==> config.mk <==
export PLATFORM = sky130hd
export DESIGN_NAME = simd_fp_exception_unit
export DESIGN_NICKNAME = d
export VERILOG_FILES = /design/src/sfeu_pkg.sv /design/src/simd_fp_exception_unit.sv
export SDC_FILE = /design/constraint.sdc
export NUM_CORES = 1
export LEC_CHECK = 0
export ABC_AREA = 1
export BUFFER_PORTS_ARGS = -buffer_cell sky130_fd_sc_hd__buf_2
export CORE_MARGIN = 1.5
export CORE_UTILIZATION = 47
export CTS_CLUSTER_SIZE = 25
export DETAILED_ROUTE_END_ITERATION = 6
export PLACE_DENSITY = 0.81
export SLEW_MARGIN = 10
export SYNTH_ARGS = -nofsm -noshare
export SYNTH_HDL_FRONTEND = slang
export SYNTH_SLANG_ARGS = --single-unit
==> constraint.sdc <==
create_clock -name clock -period 1.7 [get_ports clock]
set_input_delay 0.085 -clock clock [delete_from_list [all_inputs] [get_ports clock]]
set_output_delay 0.085 -clock clock [all_outputs]
set_load 0.02 [all_outputs]
==> src/sfeu_pkg.sv <==
// Package for the packed floating-point exception unit: condition indices, vector bounds and carrier types.
// Assumes it is compiled before the unit that uses it; nothing here holds state.
package sfeu_pkg;

    // ------------------------------------------------------------------
    // Condition indices in the flag and mask vectors.
    // ------------------------------------------------------------------
    localparam int unsigned SFEU_NCOND = 6;
    localparam int unsigned SFEU_C_INV = 0;
    localparam int unsigned SFEU_C_DIVZ = 1;
    localparam int unsigned SFEU_C_DEN = 2;
    localparam int unsigned SFEU_C_OVF = 3;
    localparam int unsigned SFEU_C_UNF = 4;
    localparam int unsigned SFEU_C_INEX = 5;

    // ------------------------------------------------------------------
    // Reset values, lane counts and user vector range.
    // ------------------------------------------------------------------
    localparam logic [5:0] SFEU_FLAGS_RST = 6'h00;
    localparam int unsigned SFEU_LANES_NARROW = 2;
    localparam logic [7:0] SFEU_USER_VEC_MIN = 8'h20;
    localparam logic [7:0] SFEU_USER_VEC_MAX = 8'hFF;

    // Pre-computation conditions of one sub-operand, taken from the operands.
    typedef struct packed {
        logic snan;
        logic qnan;
        logic inval;
        logic divz;
        logic denorm;
    } sfeu_pre_t;

    // Post-computation conditions of one sub-operand, taken from the result.
    typedef struct packed {
        logic ovf;
        logic unf;
        logic inex;
    } sfeu_post_t;

    // Outcome of evaluating one sub-operand.
    typedef struct packed {
        logic stop;
        logic fault;
        logic [5:0] flags;
    } sfeu_eval_t;

    // Sequencer states.
    typedef enum logic {
        SFEU_ST_IDLE,
        SFEU_ST_POST
    } sfeu_state_t;

endpackage

==> src/simd_fp_exception_unit.sv <==
// Exception reporting for packed floating-point operations and user interrupt dispatch.
// Assumes the datapath presents operand conditions at issue and result conditions later, one operation at a time.
//
// Behaviour
// RULE_01 - Six sticky flags, six mask bits provided.
// RULE_02 - Invalid, divide, denormal judged before computing.
// RULE_03 - Overflow, underflow, inexact judged after computing.
// RULE_04 - Masked condition: flag, default result, continue.
// RULE_05 - Unmasked with OS support: SIMD fault.
// RULE_06 - Unmasked without OS support: invalid opcode.
// RULE_07 - Fault reported on faulting instruction itself.
// RULE_08 - Unmasking an already set flag faults nothing.
// RULE_09 - Each sub-operand evaluated, all flags accumulate.
// RULE_10 - One sub-operand reports highest priority only.
// RULE_11 - Quiet NaN outranks lower conditions, unflagged.
// RULE_12 - Masked higher condition lets lower ones flag.
// RULE_13 - Fault saves faulting pointer, no error code.
// RULE_14 - Vectors 32 to 255 are user interrupts.
// RULE_15 - User interrupt saves pointer to next instruction.
// RULE_16 - External request waits for prior instructions committed.
// RULE_17 - Flags stay set until software clears them.
`timescale 1ns/10ps
`default_nettype none

module simd_fp_exception_unit #(
    parameter int unsigned IP_W = 32,
    parameter int unsigned LANES = 4
) (
    input wire logic clock,                                   // Core clock, 250 MHz.
    input wire logic srst,                                    // Synchronous reset, active high.
    input wire logic op_valid,                                // Operation issued with its operand conditions.
    input wire logic op_four_lanes,                           // High: four sub-operands, low: two.
    input wire sfeu_pkg::sfeu_pre_t [LANES-1:0] op_pre,       // Operand conditions per sub-operand.
    input wire logic [IP_W-1:0] op_ip,                        // Pointer of the issued instruction.
    input wire logic res_valid,                               // Result conditions are present.
    input wire sfeu_pkg::sfeu_post_t [LANES-1:0] res_post,    // Result conditions per sub-operand.
    input wire logic [5:0] mask_bits,                         // Mask bits of the control/status register.
    input wire logic [5:0] flag_clear,                        // Software write-clear of flags.
    input wire logic os_simd_fault_support,                   // Support bit of the fourth control register.
    input wire logic sw_int_valid,                            // Software interrupt instruction executed.
    input wire logic [7:0] sw_int_vector,                     // Its vector operand.
    input wire logic [IP_W-1:0] sw_int_next_ip,               // Pointer of the instruction after it.
    input wire logic external_interrupt_request,              // External or controller request, level.
    input wire logic [7:0] ext_int_vector,                    // Vector of the external request.
    input wire logic retire_idle,                             // All previous instructions have committed.
    input wire logic [IP_W-1:0] retire_next_ip,               // Pointer after the last committed instruction.
    output logic [5:0] flags_q,                               // Sticky condition flags.
    output logic busy_q,                                      // Waiting for result conditions.
    output logic op_done_q,                                   // Operation finished with default results.
    output logic simd_fault_q,                                // SIMD floating-point fault pulse.
    output logic invalid_opcode_fault_q,                      // Invalid-opcode fault pulse.
    output logic [IP_W-1:0] fault_ip_q,                       // Saved pointer of the faulting instruction.
    output logic push_error_code_q,                           // Error code push request, always low here.
    output logic int_taken_q,                                 // User interrupt dispatched pulse.
    output logic ext_int_ack_q,                               // External request accepted pulse.
    output logic [7:0] int_vector_q,                          // Dispatched vector.
    output logic [IP_W-1:0] int_return_ip_q                   // Saved return pointer for the interrupt.
);

    // ------------------------------------------------------------------
    // Per sub-operand evaluation.
    // ------------------------------------------------------------------

    // Walks the pre-computation levels from highest to lowest priority; an unmasked hit stops the walk.
    function automatic sfeu_pkg::sfeu_eval_t pre_eval(input sfeu_pkg::sfeu_pre_t c, input logic [5:0] m);
        sfeu_pkg::sfeu_eval_t r;
        r = '0;
        // Signalling NaN invalid is the top level.
        if (c.snan) begin
            r.flags[sfeu_pkg::SFEU_C_INV] = 1'b1;                         // [RULE_02] [RULE_10]
            if (!m[sfeu_pkg::SFEU_C_INV]) begin
                r.fault = 1'b1;
                r.stop = 1'b1;
            end
        end
        // Quiet NaN ends the walk without any flag.
        if (!r.stop && c.qnan) begin
            r.stop = 1'b1;                                                // [RULE_11]
        end
        // Other invalid or divide-by-zero share the third level; invalid wins and divide-by-zero is then not checked.
        if (!r.stop && c.inval) begin
            r.flags[sfeu_pkg::SFEU_C_INV] = 1'b1;                         // [RULE_12]
            if (!m[sfeu_pkg::SFEU_C_INV]) begin
                r.fault = 1'b1;
                r.stop = 1'b1;
            end
        end else if (!r.stop && c.divz) begin
            r.flags[sfeu_pkg::SFEU_C_DIVZ] = 1'b1;                        // [RULE_02]
            if (!m[sfeu_pkg::SFEU_C_DIVZ]) begin
                r.fault = 1'b1;
                r.stop = 1'b1;
            end
        end
        // Denormal operand is the fourth level.
        if (!r.stop && c.denorm) begin
            r.flags[sfeu_pkg::SFEU_C_DEN] = 1'b1;                         // [RULE_02] [RULE_12]
            if (!m[sfeu_pkg::SFEU_C_DEN]) begin
                r.fault = 1'b1;
                r.stop = 1'b1;
            end
        end
        return r;
    endfunction

    // Walks the post-computation levels: overflow or underflow, then inexact.
    function automatic sfeu_pkg::sfeu_eval_t post_eval(input sfeu_pkg::sfeu_post_t c, input logic [5:0] m);
        sfeu_pkg::sfeu_eval_t r;
        r = '0;
        // Overflow and underflow share the fifth level.
        if (c.ovf) begin
            r.flags[sfeu_pkg::SFEU_C_OVF] = 1'b1;                         // [RULE_03]
            if (!m[sfeu_pkg::SFEU_C_OVF]) begin
                r.fault = 1'b1;
                r.stop = 1'b1;
            end
        end else if (c.unf) begin
            r.flags[sfeu_pkg::SFEU_C_UNF] = 1'b1;                         // [RULE_03]
            if (!m[sfeu_pkg::SFEU_C_UNF]) begin
                r.fault = 1'b1;
                r.stop = 1'b1;
            end
        end
        // Inexact is reached only when nothing above it faulted.
        if (!r.stop && c.inex) begin
            r.flags[sfeu_pkg::SFEU_C_INEX] = 1'b1;                        // [RULE_10] [RULE_12]
            if (!m[sfeu_pkg::SFEU_C_INEX]) begin
                r.fault = 1'b1;
                r.stop = 1'b1;
            end
        end
        return r;
    endfunction

    // ------------------------------------------------------------------
    // State.
    // ------------------------------------------------------------------
    sfeu_pkg::sfeu_state_t state_q;                   // Sequencer state.
    sfeu_pkg::sfeu_state_t state_d;                   // Its next value.
    logic [LANES-1:0] live_q;                         // Sub-operands still open for result conditions.
    logic [LANES-1:0] live_d;                         // Their next value.
    logic [IP_W-1:0] ip_q;                            // Pointer of the operation in flight.
    logic [IP_W-1:0] ip_d;                            // Its next value.
    logic [5:0] flags_d;                              // Next sticky flags.
    logic busy_d;                                     // Next busy indication.
    logic op_done_d;                                  // Next completion pulse.
    logic simd_fault_d;                               // Next SIMD fault pulse.
    logic invalid_opcode_fault_d;                     // Next invalid-opcode pulse.
    logic [IP_W-1:0] fault_ip_d;                      // Next saved fault pointer.
    logic int_taken_d;                                // Next dispatch pulse.
    logic ext_int_ack_d;                              // Next external accept pulse.
    logic [7:0] int_vector_d;                         // Next dispatched vector.
    logic [IP_W-1:0] int_return_ip_d;                 // Next return pointer.

    // ------------------------------------------------------------------
    // Next-state logic.
    // ------------------------------------------------------------------

    // Evaluates conditions, raises faults and chooses user interrupts for dispatch.
    always_comb begin
        logic [5:0] set_v;
        logic fault_v;
        logic user_sw;
        logic user_ext;
        sfeu_pkg::sfeu_eval_t e;
        set_v = '0;
        fault_v = 1'b0;
        user_sw = 1'b0;
        user_ext = 1'b0;
        e = '0;
        state_d = state_q;
        live_d = live_q;
        ip_d = ip_q;
        op_done_d = 1'b0;
        fault_ip_d = fault_ip_q;
        int_taken_d = 1'b0;
        ext_int_ack_d = 1'b0;
        int_vector_d = int_vector_q;
        int_return_ip_d = int_return_ip_q;
        case (state_q)
            sfeu_pkg::SFEU_ST_IDLE: begin
                // A new operation is judged on its operands only.
                if (op_valid) begin
                    ip_d = op_ip;
                    for (int i = 0; i < LANES; i++) begin
                        live_d[i] = 1'b0;
                        if (op_four_lanes || (i < sfeu_pkg::SFEU_LANES_NARROW)) begin
                            e = pre_eval(op_pre[i], mask_bits);           // [RULE_09]
                            set_v = set_v | e.flags;                      // [RULE_09]
                            fault_v = fault_v | e.fault;
                            live_d[i] = !e.stop;
                        end
                    end
                    // An unmasked operand condition ends the operation now, else wait for the result.
                    if (fault_v) begin
                        fault_ip_d = op_ip;                               // [RULE_07] [RULE_13]
                    end else begin
                        state_d = sfeu_pkg::SFEU_ST_POST;                 // [RULE_03]
                    end
                end
            end
            sfeu_pkg::SFEU_ST_POST: begin
                // Result conditions count only for sub-operands that were not stopped.
                if (res_valid) begin
                    for (int i = 0; i < LANES; i++) begin
                        if (live_q[i]) begin
                            e = post_eval(res_post[i], mask_bits);        // [RULE_03] [RULE_09]
                            set_v = set_v | e.flags;
                            fault_v = fault_v | e.fault;
                        end
                    end
                    if (fault_v) begin
                        fault_ip_d = ip_q;                                // [RULE_07] [RULE_13]
                    end else begin
                        op_done_d = 1'b1;                                 // [RULE_04]
                    end
                    live_d = '0;
                    state_d = sfeu_pkg::SFEU_ST_IDLE;
                end
            end
            default: begin
                state_d = sfeu_pkg::SFEU_ST_IDLE;
            end
        endcase
        // Faults come only from a detection event, never from a change of mask bits.
        simd_fault_d = fault_v && os_simd_fault_support;                  // [RULE_05] [RULE_08]
        invalid_opcode_fault_d = fault_v && !os_simd_fault_support;       // [RULE_06]
        // Hardware sets win over a software clear in the same cycle.
        flags_d = (flags_q & ~flag_clear) | set_v;                        // [RULE_01] [RULE_04] [RULE_17]
        busy_d = (state_d == sfeu_pkg::SFEU_ST_POST);
        // Only vectors in the user range are dispatched here.
        user_sw = sw_int_valid && (sw_int_vector >= sfeu_pkg::SFEU_USER_VEC_MIN)
            && (sw_int_vector <= sfeu_pkg::SFEU_USER_VEC_MAX);            // [RULE_14]
        user_ext = external_interrupt_request && (ext_int_vector >= sfeu_pkg::SFEU_USER_VEC_MIN)
            && (ext_int_vector <= sfeu_pkg::SFEU_USER_VEC_MAX);           // [RULE_14]
        if (user_sw) begin
            // The software instruction returns to the one after itself.
            int_taken_d = 1'b1;
            int_vector_d = sw_int_vector;
            int_return_ip_d = sw_int_next_ip;                             // [RULE_15]
        end else if (user_ext && retire_idle && !op_valid && !fault_v
            && (state_q == sfeu_pkg::SFEU_ST_IDLE)) begin
            // External requests wait until nothing is in flight and everything has committed.
            int_taken_d = 1'b1;                                           // [RULE_16]
            ext_int_ack_d = 1'b1;
            int_vector_d = ext_int_vector;
            int_return_ip_d = retire_next_ip;                             // [RULE_15]
        end
    end

    // ------------------------------------------------------------------
    // Registers.
    // ------------------------------------------------------------------

    // Registers every next value; reset returns the unit to idle with clear flags.
    always_ff @(posedge clock) begin
        if (srst) begin
            state_q <= sfeu_pkg::SFEU_ST_IDLE;
            live_q <= '0;
            ip_q <= '0;
            flags_q <= sfeu_pkg::SFEU_FLAGS_RST;
            busy_q <= 1'b0;
            op_done_q <= 1'b0;
            simd_fault_q <= 1'b0;
            invalid_opcode_fault_q <= 1'b0;
            fault_ip_q <= '0;
            push_error_code_q <= 1'b0;
            int_taken_q <= 1'b0;
            ext_int_ack_q <= 1'b0;
            int_vector_q <= 8'h00;
            int_return_ip_q <= '0;
        end else begin
            state_q <= state_d;
            live_q <= live_d;
            ip_q <= ip_d;
            flags_q <= flags_d;
            busy_q <= busy_d;
            op_done_q <= op_done_d;
            simd_fault_q <= simd_fault_d;
            invalid_opcode_fault_q <= invalid_opcode_fault_d;
            fault_ip_q <= fault_ip_d;
            push_error_code_q <= 1'b0;                                    // [RULE_13]
            int_taken_q <= int_taken_d;
            ext_int_ack_q <= ext_int_ack_d;
            int_vector_q <= int_vector_d;
            int_return_ip_q <= int_return_ip_d;
        end
    end

endmodule

`default_nettype wire

==> summary.md, run 1 <==
| Metric | Value |
|---|---|
| Final hold violations | `0` |
| Non-filler cells, final | `approximately 1300` |
| All-Layer GR Usage | `a little under a third` |
| Clk sinks | `120` |
| Clock root cell | `clkbuf_16` |
| Worst hold path class | `in2reg` |
| I/O Buffers | `248` |
| Status | `finished, final reports clean` |
| Post-synth top area share | `a little over two fifths` |
| Post-CTS setup buffer count | `0` |
| First-pass DRT Iterations | `5` |
| IO Pins | `between 200 and 300` |
| Most common cell after layout, fill and taps aside | `buf_2` |
| Finish-stage setup viols | `0` |
| Post-layout minimum cycle time | `around 1.7 ns` |
| Placed cell areas | `around 0.007 sq mm` |
| Critical path fanouts, max | `46` |
| Sequential Power Share | `38.2%` |
| Slowest stage delay, CP | `roughly 0.56 ns` |
| Syn Area/Cell | `about 6.7 sq um` |
| Cells after DPL | `between 1000 and 1500` |
| Grt total ovfl | `0` |
| Slew @ Worst Pin | `0.568 ns` |
| Critical-path cell list | `dlygate4sd3_1, buf_2, or3_1, nand4_1, nand2_4, buf_12, o21ai_1, a31oi_1` |
| Iter 0 DRT Violations | `708` |
| Number of fillers in the final layout | `roughly 770` |
| Seq/Total Area, Yosys | `43.2%` |
| Largest net degree at the start of global routing | `71` |
| Vias in the first global route | `just under 7000` |
| Max Root-Sink Buffers | `2` |
| Pleak | `approximately 4.5 nW` |
| PD cells | `956 mW/mm^2` |
| Worst-path clk slew | `0.06 ns` |
| Core Region | `around 0.011 sq mm` |
| Die area | `roughly 0.012 sq mm` |
| Yosys warns | `0` |
| Via count | `~7000` |
| Drc violations | `0` |
| CP endpoint kind | `flip-flop` |
| Max Clock Freq | `between 0.5 and 0.6 GHz` |
| First-pass GRT wire length | `31300 um` |
| Post-synth net total | `roughly 1000` |
| Max-slew violations | `0` |
| Routed Antenna Nets | `0` |
| Clock latency on the worst-skew pair | `around 0.41 ns` |
| Die H | `between 100 and 150 um` |
| Area delta synth->final | `57.9%` |
| Portion of total power attributed to combinational logic | `a little over a fifth` |
| Drt via density | `~5.2` |
| Chip width | `112 um` |
| Synthesized area | `roughly 0.0056 sq mm` |
| Initial Util | `about half` |
| Synth Instances | `832` |
| Max-cap viol count | `0` |
| Peak supply drop | `around 0.00069 V` |
| Routed wire length | `20100 um` |
| Worst path arrival time | `roughly 2.0 ns` |
| Clk pwr share | `40.2%` |
| Routed len/inst | `15.0 um` |
| WHS | `around 0.018 ns` |
| Final worst setup slack | `approximately 0.0085 ns` |
| H-Tree Depth | `4` |
| CP max-delay cell | `dlygate4sd3_1` |
| CTS tree | `done` |
| Num CTS Buffers | `17` |
| GPL Wtd Cong | `around 0.89` |
| WP buf/inv | `3` |
| Largest area contributor in the netlist | `dfxtp_1` |
| Commonest cells after routing, fill and taps aside | `248 x buf_2, 219 x nand2_1, 122 x dlygate4sd3_1` |
| Headroom to the max-slew limit | `a little over 60%` |
| Dpl ws | `around 0.073 ns` |
| Critical Path Start Type | `primary input` |
| Initial antenna violation count | `1` |
| Nets | `between 1000 and 1500` |
| CP required | `1.96 ns` |
| Net Switching | `between 2 and 2.5 mW` |
| Power, Total | `8.39 mW` |
| Design Area, Final | `around 0.0088 sq mm` |
| FF+latch count, synth | `120` |
| Delay-heaviest family, CP | `buffers and inverters` |
| P_int | `about 5.9 mW` |
| Largest cells by area after synthesis | `dfxtp_1 43%, nand2_1 15%, o21ai_0 9.6%` |
| Post-route clock period utilization | `roughly 100%` |
| Clock skew | `roughly 0.014 ns` |
| FP Rows | `39` |
| Net Sw Frac | `29.7%` |
| Post-synthesis cell type count | `34` |
| Share of cells above drive strength 1 | `26.4%` |
| DP HPWL | `11200 um` |
| WS Path Type | `in2reg` |
-- cells in the mapped netlist --
master / number
inv_2: 2
clkinv_1: 1
a21oi_1: 46
a31oi_1: 39
nand3_1: 17
a21oi_2: 1
o21bai_1: 1
nand2_2: 4
and2_1: 1
buf_2: 4
nand2_1: 220
nor3_1: 4
inv_1: 104
a311oi_1: 1
nand4_1: 10
o21ai_0: 107
or2_2: 1
clkbuf_1: 39
buf_6: 3
o2111ai_1: 1
a22oi_1: 3
nor2_2: 3
buf_4: 3
nand3_2: 4
conb_1: 1
o32ai_1: 2
dfxtp_1: 120
a221oi_1: 1
inv_4: 1
nor2_1: 82
o211ai_1: 1
or3_1: 1
buf_1: 2
o22ai_1: 2
-- path summary, 6_finish.rpt --
check,startpoint,end,slack (ns),cells after the start
hold reg to reg,int_vector_q[7]$_SDFFE_PP0P_,int_vector_q[7]$_SDFFE_PP0P_,0.46,2
hold / removal,sw_int_vector[7],int_vector_q[7]$_SDFFE_PP0P_,0.02,3
setup / recovery,ext_int_vector[5],int_return_ip_q[23]$_SDFFE_PP0P_,0.008,8
setup reg to reg,state_q$_SDFF_PP0_,int_return_ip_q[17]$_SDFFE_PP0P_,0.07,6
-- stage by stage --
step	util, %	TNS, ns
after floorplan	-	0
after global placement	60.2	0
after detailed placement	60.2	0
after CTS	75.7	0
after global routing	76.5	-0.0630
final	76.5	0
-- cells by family after synthesis --
group / after synthesis / synth area share (%)
AO/OA/AOI/OAI: 205 / 20.0
buffers and inverters: 159 / 11.5
flip-flops: 120 / 43.2
other: 1 / 0.0674
AND/OR/NAND/NOR: 347 / 25.2
-- flip-flops by register name, indices dropped and copies added, names as in the netlist --
register,flops
int_vector_q,8
simd_fault_q,1
int_return_ip_q,32
invalid_opcode_fault_q,1
op_done_q,1
flags_q,6
ext_int_ack_q,1
fault_ip_q,32
int_taken_q,1
live_q,4
ip_q,32
state_q,1
-- worst register-to-register path, cell delays in order (launching register included) --
cell and delay, ns:
dfxtp_2 0.33, nor2_1 0.17, nand4_1 0.20, nand2_4 0.21, buf_12 0.23, o21ai_0 0.13
a31oi_1 0.27
-- power groups by stage --
stage	combinational [mW]	sequential (mW)	clock (mW)
after detailed placement	1.46	3.24	0
final	1.81	3.20	3.37
after floorplan	0.705	3.45	0
after global routing	1.97	3.22	3.54
after CTS	1.68	3.19	3.39
after global placement	1.44	3.23	0
-- metal layers --
metal / track usage, % / vias up / part of all wire [%] / wire [um]
met5: 0 / - / 0 / 0
met4: 17.7 / 0 / 4.9 / 978
met3: 8.17 / 82 / 9.1 / 1830
met2: 53.3 / 424 / 49 / 9850
met1: 34.0 / 3124 / 37 / 7490
li1: - / 3373 / - / -
-- cell type report --
type | count | area (sq um) | area share (%)
antenna | 2 | 5.00 | 0.0570
clock buffer | 19 | 453 | 5.16
clock inverter | 12 | 103 | 1.17
inverter | 108 | 408 | 4.65
multi-input combinational | 553 | 2540 | 29.0
sequential | 120 | 2410 | 27.4
tap | 143 | 179 | 2.04
timing repair buffer | 385 | 2680 | 30.5
-- timing repair --
action                                  4_1_cts  5_1_grt
endpoints found under the setup margin        0       56
hold endpoints to repair                     80        0
hold buffers                                122        0
gates resized for setup                       0       11
No activity file was read; power rests on OpenSTA's default activity.
==> run 2: changes to the inputs <==
MAX_ROUTING_LAYER = met4   (was unset)
==> summary.md, run 2 (synthesis results as in run 1) <==
| Metric | Value |
|---|---|
| Status | `finished, final reports clean` |
| Iter 0 DRT Violations | `~700` |
| M1 wire length | `around 7600 um` |
| Grt total ovfl | `0` |
| Initial antenna violation count | `1` |
| CTS tree | `done` |
| Portion of total power attributed to combinational logic | `between 20% and 30%` |
| Area delta synth->final | `57.9%` |
| Path depth of the worst reg2reg path | `6` |
| Chip width | `roughly 110 um` |
| Cells after DPL | `roughly 1200` |
| Max Clock Freq | `between 0.5 and 0.6 GHz` |
| Finish-stage setup viols | `0` |
| Post-route clock period utilization | `between 90 and 100%` |
| Core Region | `0.0115 sq mm` |
| FP Rows | `39` |
| Routed Antenna Nets | `0` |
| Worst-path clk slew | `0.06 ns` |
| Critical path fanouts, max | `46` |
| Initial Util | `48.5%` |
| Worst hold path class | `in2reg` |
| Die area | `~0.012 sq mm` |
| Sequential Power Share | `38.1%` |
| P_int | `a little under 6 mW` |
| Routed len/inst | `15.0 um` |
| H-Tree Depth | `4` |
| FF-to-FF Start | `state_q$_SDFF_PP0_` |
| Nets | `~1400` |
| Most common cell after layout, fill and taps aside | `buf_2` |
| Post-layout minimum cycle time | `between 1.5 and 2 ns` |
| Metal2 WL | `between 9000 and 10000 um` |
| Delay-heaviest family, CP | `buffers and inverters` |
| Post-CTS setup buffer count | `0` |
| Critical Path Start Type | `primary input` |
| Net Sw Frac | `a little under 30%` |
| Worst path arrival time | `1.96 ns` |
| Peak supply drop | `0.000656 V` |
| DR top layer | `met4` |
| Drt via density | `5.24` |
| Clk pwr share | `about two fifths` |
| Clk sinks | `120` |
| Clock latency on the worst-skew pair | `about 0.4 ns` |
| Final hold violations | `0` |
| Top flop regs | `fault_ip_q (32), int_return_ip_q (32), ip_q (32)` |
| Drc violations | `0` |
| Hold Path End | `int_vector_q[7]$_SDFFE_PP0P_` |
| Routed length on met3 | `1720 um` |
| Vias in the first global route | `6802` |
| CP required | `approximately 2.0 ns` |
| All-Layer GR Usage | `about a third` |
| Final worst setup slack | `approximately 0.027 ns` |
| Slew @ Worst Pin | `approximately 0.57 ns` |
| Commonest cells after routing, fill and taps aside | `248 x buf_2, 219 x nand2_1, 122 x dlygate4sd3_1` |
| Critical-path cell list | `dlygate4sd3_1, buf_2, or3_1, nand4_1, nand2_4, buf_12, o21ai_0, a31oi_1` |
| Non-filler cells, final | `~1300` |
| Net Switching | `about 2.5 mW` |
| Slowest stage delay, CP | `0.55 ns` |
| I/O Buffers | `roughly 250` |
| Share of cells above drive strength 1 | `around a quarter` |
| WHS | `between 0.02 and 0.025 ns` |
| First-pass DRT Iterations | `5` |
| Hold_sp | `sw_int_vector[7]` |
| Num CTS Buffers | `17` |
| Hold depth | `3` |
| Placed cell areas | `between 0.006 and 0.007 sq mm` |
| WP buf/inv | `3` |
| Total negative slack | `0 ns` |
| Power, Total | `8.40 mW` |
| Max-slew violations | `0` |
| CP max-delay cell | `dlygate4sd3_1` |
| Largest net degree at the start of global routing | `71` |
| R2r endpoint | `int_return_ip_q[23]$_SDFFE_PP0P_` |
| IO Pins | `250` |
| Clock root cell | `clkbuf_16` |
| Via count | `7037` |
| Routed wire length | `20100 um` |
| Reg2reg setup slack | `~0.09 ns` |
| WS Path Type | `in2reg` |
| DP HPWL | `between 10000 and 15000 um` |
| Clock skew | `between 0.01 and 0.015 ns` |
| Max Root-Sink Buffers | `2` |
| Max-cap viol count | `0` |
| Pleak | `4.48 nW` |
| Final Util | `76.5%` |
| Dpl ws | `roughly 0.073 ns` |
| CP endpoint kind | `flip-flop` |
| Design Area, Final | `between 0.008 and 0.009 sq mm` |
| Die H | `~110 um` |
| PD cells | `957 mW/mm^2` |
| Headroom to the max-slew limit | `a little over 60%` |
| First-pass GRT wire length | `about 31000 um` |
| GPL Wtd Cong | `roughly 0.90` |
## run 2: cell counts in the layout (fill, tap and decap cells not counted)
No cell type changed its count.
## run 2: worst max path at each step
stage	startpoint	endpoint	slack, ns	cells past startpoint
after global placement	mask_bits[0]	fault_ip_q[13]$_SDFFE_PP0P_	0.13	16
after detailed placement	mask_bits[0]	fault_ip_q[13]$_SDFFE_PP0P_	0.07	16
after floorplan	state_q$_SDFF_PP0_	fault_ip_q[17]$_SDFFE_PP0P_	0.03	12
after global routing	live_q[1]$_SDFFE_PP0P_	fault_ip_q[27]$_SDFFE_PP0P_	-0.02	11
final	ext_int_vector[6]	int_return_ip_q[20]$_SDFFE_PP0P_	0.03	8
after CTS	ext_int_vector[6]	int_return_ip_q[3]$_SDFFE_PP0P_	0.04	8
## run 2: layer usage
metal  up-vias  GRT usage (%)
met5         -              -
met4         0           17.8
met3        94           7.19
met2       411           53.3
met1      3157           34.6
li1       3375              -
## run 2: power by group through the flow
stage / sequential, mW / clock, mW / combinational, mW
2_1_floorplan: 3.45 / 0 / 0.705
3_3_place_gp: 3.23 / 0 / 1.44
3_5_place_dp: 3.24 / 0 / 1.46
4_1_cts: 3.19 / 3.39 / 1.68
5_1_grt: 3.22 / 3.54 / 1.97
6_report: 3.20 / 3.38 / 1.81
## run 2: cell type report
cell class / instances / area (sq um)
fillers: 774 / 2690
repair buffers: 385 / 2680
multi-input cells: 553 / 2540
flip-flops and latches: 120 / 2410
clock buffers: 19 / 453
inverters: 108 / 408
well taps: 143 / 179
clock inverters: 12 / 103
diodes: 2 / 5.00
## run 2: worst reg2reg max path: stages (launching register included)
cell and delay [ns]:
dfxtp_2 0.33, nor2_1 0.16, nand4_1 0.20, nand2_4 0.21
buf_12 0.23, o21ai_1 0.12, a31oi_1 0.26
## run 2: timing repair
item | CTS | global route
hold buffers | 122 | 0
resized for setup | 0 | 11
hold endpoints to repair | 80 | 0
endpoints found under the setup margin | 0 | 56
==> run 3: changes to the inputs <==
ABC_AREA = unset   (was 1)
CORE_UTILIZATION = 48   (was 47)
SLEW_MARGIN = 40   (was 10)
==> summary.md, run 3 <==
| Metric | Value |
|---|---|
| I/O Buffers | `roughly 250` |
| Clock root cell | `clkbuf_16` |
| Status | `finished with violations` |
| Final Util | `77.6%` |
| WS Path Type | `reg2reg` |
| Critical path fanouts, max | `9` |
| Syn Area/Cell | `approximately 9.2 sq um` |
| CP max-delay cell | `dfxtp_2` |
| WP buf/inv | `2` |
| FP Rows | `40` |
| Largest net degree at the start of global routing | `54` |
| Core Region | `between 0.01 and 0.015 sq mm` |
| Commonest cells after routing, fill and taps aside | `247 x buf_2, 117 x dfxtp_1, 79 x dlygate4sd3_1` |
| Clock skew | `between 0.006 and 0.007 ns` |
| First-pass DRT Iterations | `5` |
| CP endpoint kind | `flip-flop` |
| Clk pwr share | `between 30% and 40%` |
| First-pass GRT wire length | `31800 um` |
| Worst-path clk slew | `roughly 0.05 ns` |
| Drt via density | `between 5 and 6` |
| Die H | `between 100 and 150 um` |
| Delay-heaviest family, CP | `compound AO/OA/AOI/OAI gates` |
| H-Tree Depth | `4` |
| Net Sw Frac | `28.8%` |
| CP dominant cell by count | `buf_12` |
| CTS tree | `done` |
| FF+latch count, synth | `120` |
| Seq/Total Area, Yosys | `approximately 40%` |
| Cell with the most instances after synthesis | `dfxtp_1` |
| DP HPWL | `roughly 12000 um` |
| Portion of total power attributed to combinational logic | `23.2%` |
| Post-synth EDFFs | `0` |
| Nets | `approximately 1200` |
| Top flop regs | `fault_ip_q (32), int_return_ip_q (32), ip_q (32)` |
| Clk sinks | `120` |
| Synth Instances | `642` |
| Initial Util | `about half` |
| Sequential Power Share | `between 30% and 40%` |
| Commonest cells post-synth | `120 x dfxtp_1, 77 x nand2_1, 72 x a211oi_1` |
| Number of fillers in the final layout | `729` |
| Net Switching | `approximately 2.4 mW` |
| Max-slew violations | `0` |
| Drc violations | `0` |
| P_int | `roughly 6 mW` |
| Critical-path cell list | `nand2_1, a211o_1, a41oi_2, o311ai_4, buf_12, buf_12, a211oi_1, a211oi_2` |
| Routed wire length | `roughly 21000 um` |
| PD cells | `just over 900 mW/mm^2` |
| Routed Antenna Nets | `0` |
| Critical Path Start Type | `flip-flop` |
| CP required | `1.99 ns` |
| Yosys warns | `0` |
| Num CTS Buffers | `17` |
| IO Pins | `250` |
| Top FF cell, synth | `dfxtp_1` |
| Max Root-Sink Buffers | `2` |
| Slowest stage delay, CP | `around 0.35 ns` |
| Post-layout minimum cycle time | `~1.9 ns` |
| Post-synth net total | `between 800 and 900` |
| Share of cells above drive strength 1 | `a little under half` |
| Via count | `about 6400` |
| Post-synth top area share | `about two fifths` |
| Iter 0 DRT Violations | `443` |
| Max Clock Freq | `0.519 GHz` |
| Vias in the first global route | `around 6600` |
| Final worst setup slack | `-0.226 ns` |
| Synthesized area | `just under 0.006 sq mm` |
| Final hold violations | `0` |
| Dpl ws | `-0.293 ns` |
| Post-synthesis cell type count | `48` |
| Violated checks | `negative setup slack` |
| Clock latency on the worst-skew pair | `roughly 0.41 ns` |
| RSZ-0062 raised after global routing | `yes` |
| Async S/R FF share, synth | `0%` |
| Worst hold path class | `in2reg` |
| Area delta synth->final | `57.6%` |
| Initial antenna violation count | `2` |
| Power, Total | `8.46 mW` |
| All-Layer GR Usage | `32.1%` |
| Largest cells by area after synthesis | `dfxtp_1 41%, a211oi_1 9.1%, mux2_2 6.7%` |
| Grt total ovfl | `0` |
| Largest area contributor in the netlist | `dfxtp_1` |
| Routed len/inst | `18.0 um` |
| Chip width | `~110 um` |
| Most common cell after layout, fill and taps aside | `buf_2` |
| Die area | `approximately 0.013 sq mm` |
| Worst path arrival time | `between 2 and 2.5 ns` |
| GPL Wtd Cong | `between 0.9 and 1` |
| Finish-stage setup viols | `34` |
| Peak supply drop | `0.000715 V` |
| Post-route clock period utilization | `113%` |
| Max-cap viol count | `0` |
| Pleak | `between 4 and 5 nW` |
run 3: repair_timing:
action	in CTS	in global routing
endpoints found under the hold margin	79	0
buffers inserted	6	2
endpoints found under the setup margin	34	40
pin swaps	18	26
hold buffers	79	0
gates cloned	2	4
resized for setup	26	14
run 3: worst min-delay path: stages:
cell,delay [ns]
buf_2,0.09
mux2i_1,0.12
a211oi_1,0.08
run 3: cells by family (layout without fill, tap and decap cells):
logic type	count (synthesis)	after routing	synth area share [%]
AO/OA/AOI/OAI	181	181	25.1
buffers and inverters	95	468	7.51
flip-flops	120	120	40.6
multiplexers	72	72	12.9
other	1	3	0.0634
AND/OR/NAND/NOR	173	173	13.8
run 3: path summary, 6_finish.rpt:
path                                from                                to  slack, ns  cells after the start
hold / removal        retire_next_ip[10]  int_return_ip_q[10]$_SDFFE_PP0P_       0.02                      3
setup / recovery  live_q[1]$_SDFFE_PP0P_       fault_ip_q[16]$_SDFFE_PP0P_      -0.23                      8
hold reg to reg    ip_q[27]$_SDFFE_PP0P_             ip_q[27]$_SDFFE_PP0P_       0.45                      2
setup reg to reg  live_q[1]$_SDFFE_PP0P_       fault_ip_q[16]$_SDFFE_PP0P_      -0.23                      8
run 3: area by class of cell:
type                            instances  area, sq um  area share [%]
Sequential cell                       120         2410            25.8
Multi-Input combinational cell        427         3270            35.1
Inverter                               43          161            1.73
Timing Repair Buffer                  393         2740            29.4
Clock inverter                          7         41.3           0.443
Antenna cell                            2         5.00          0.0537
Tap cell                              147          184            1.97
Clock buffer                           25          515            5.53
run 3: metrics by stage:
stage	instance area [sq um]	instances	TNS, ns	hold slack (ns)
after floorplan	5960	642	-2.62	0.156
after global placement	7610	1038	-4.84	0.267
after detailed placement	7610	1038	-6.56	0.272
after CTS	9170	1157	-6.77	0.000886
after global routing	9320	1164	-9.21	0.0120
final	9320	1164	-6.39	0.0167
run 3: power groups by stage:
stage          Clock (mW)  Combinational (mW)  Sequential (mW)
3_3_place_gp            0                1.60             3.21
5_1_grt              3.51                2.09             3.19
6_report             3.33                1.96             3.17
4_1_cts              3.36                1.85             3.16
3_5_place_dp            0                1.63             3.21
2_1_floorplan           0               0.813             3.40
run 3: routing by layer:
layer	wire, um	track usage, %
met1	8170	34.3
met3	1260	8.50
met5	0	-
met4	872	17.8
met2	10700	54.1
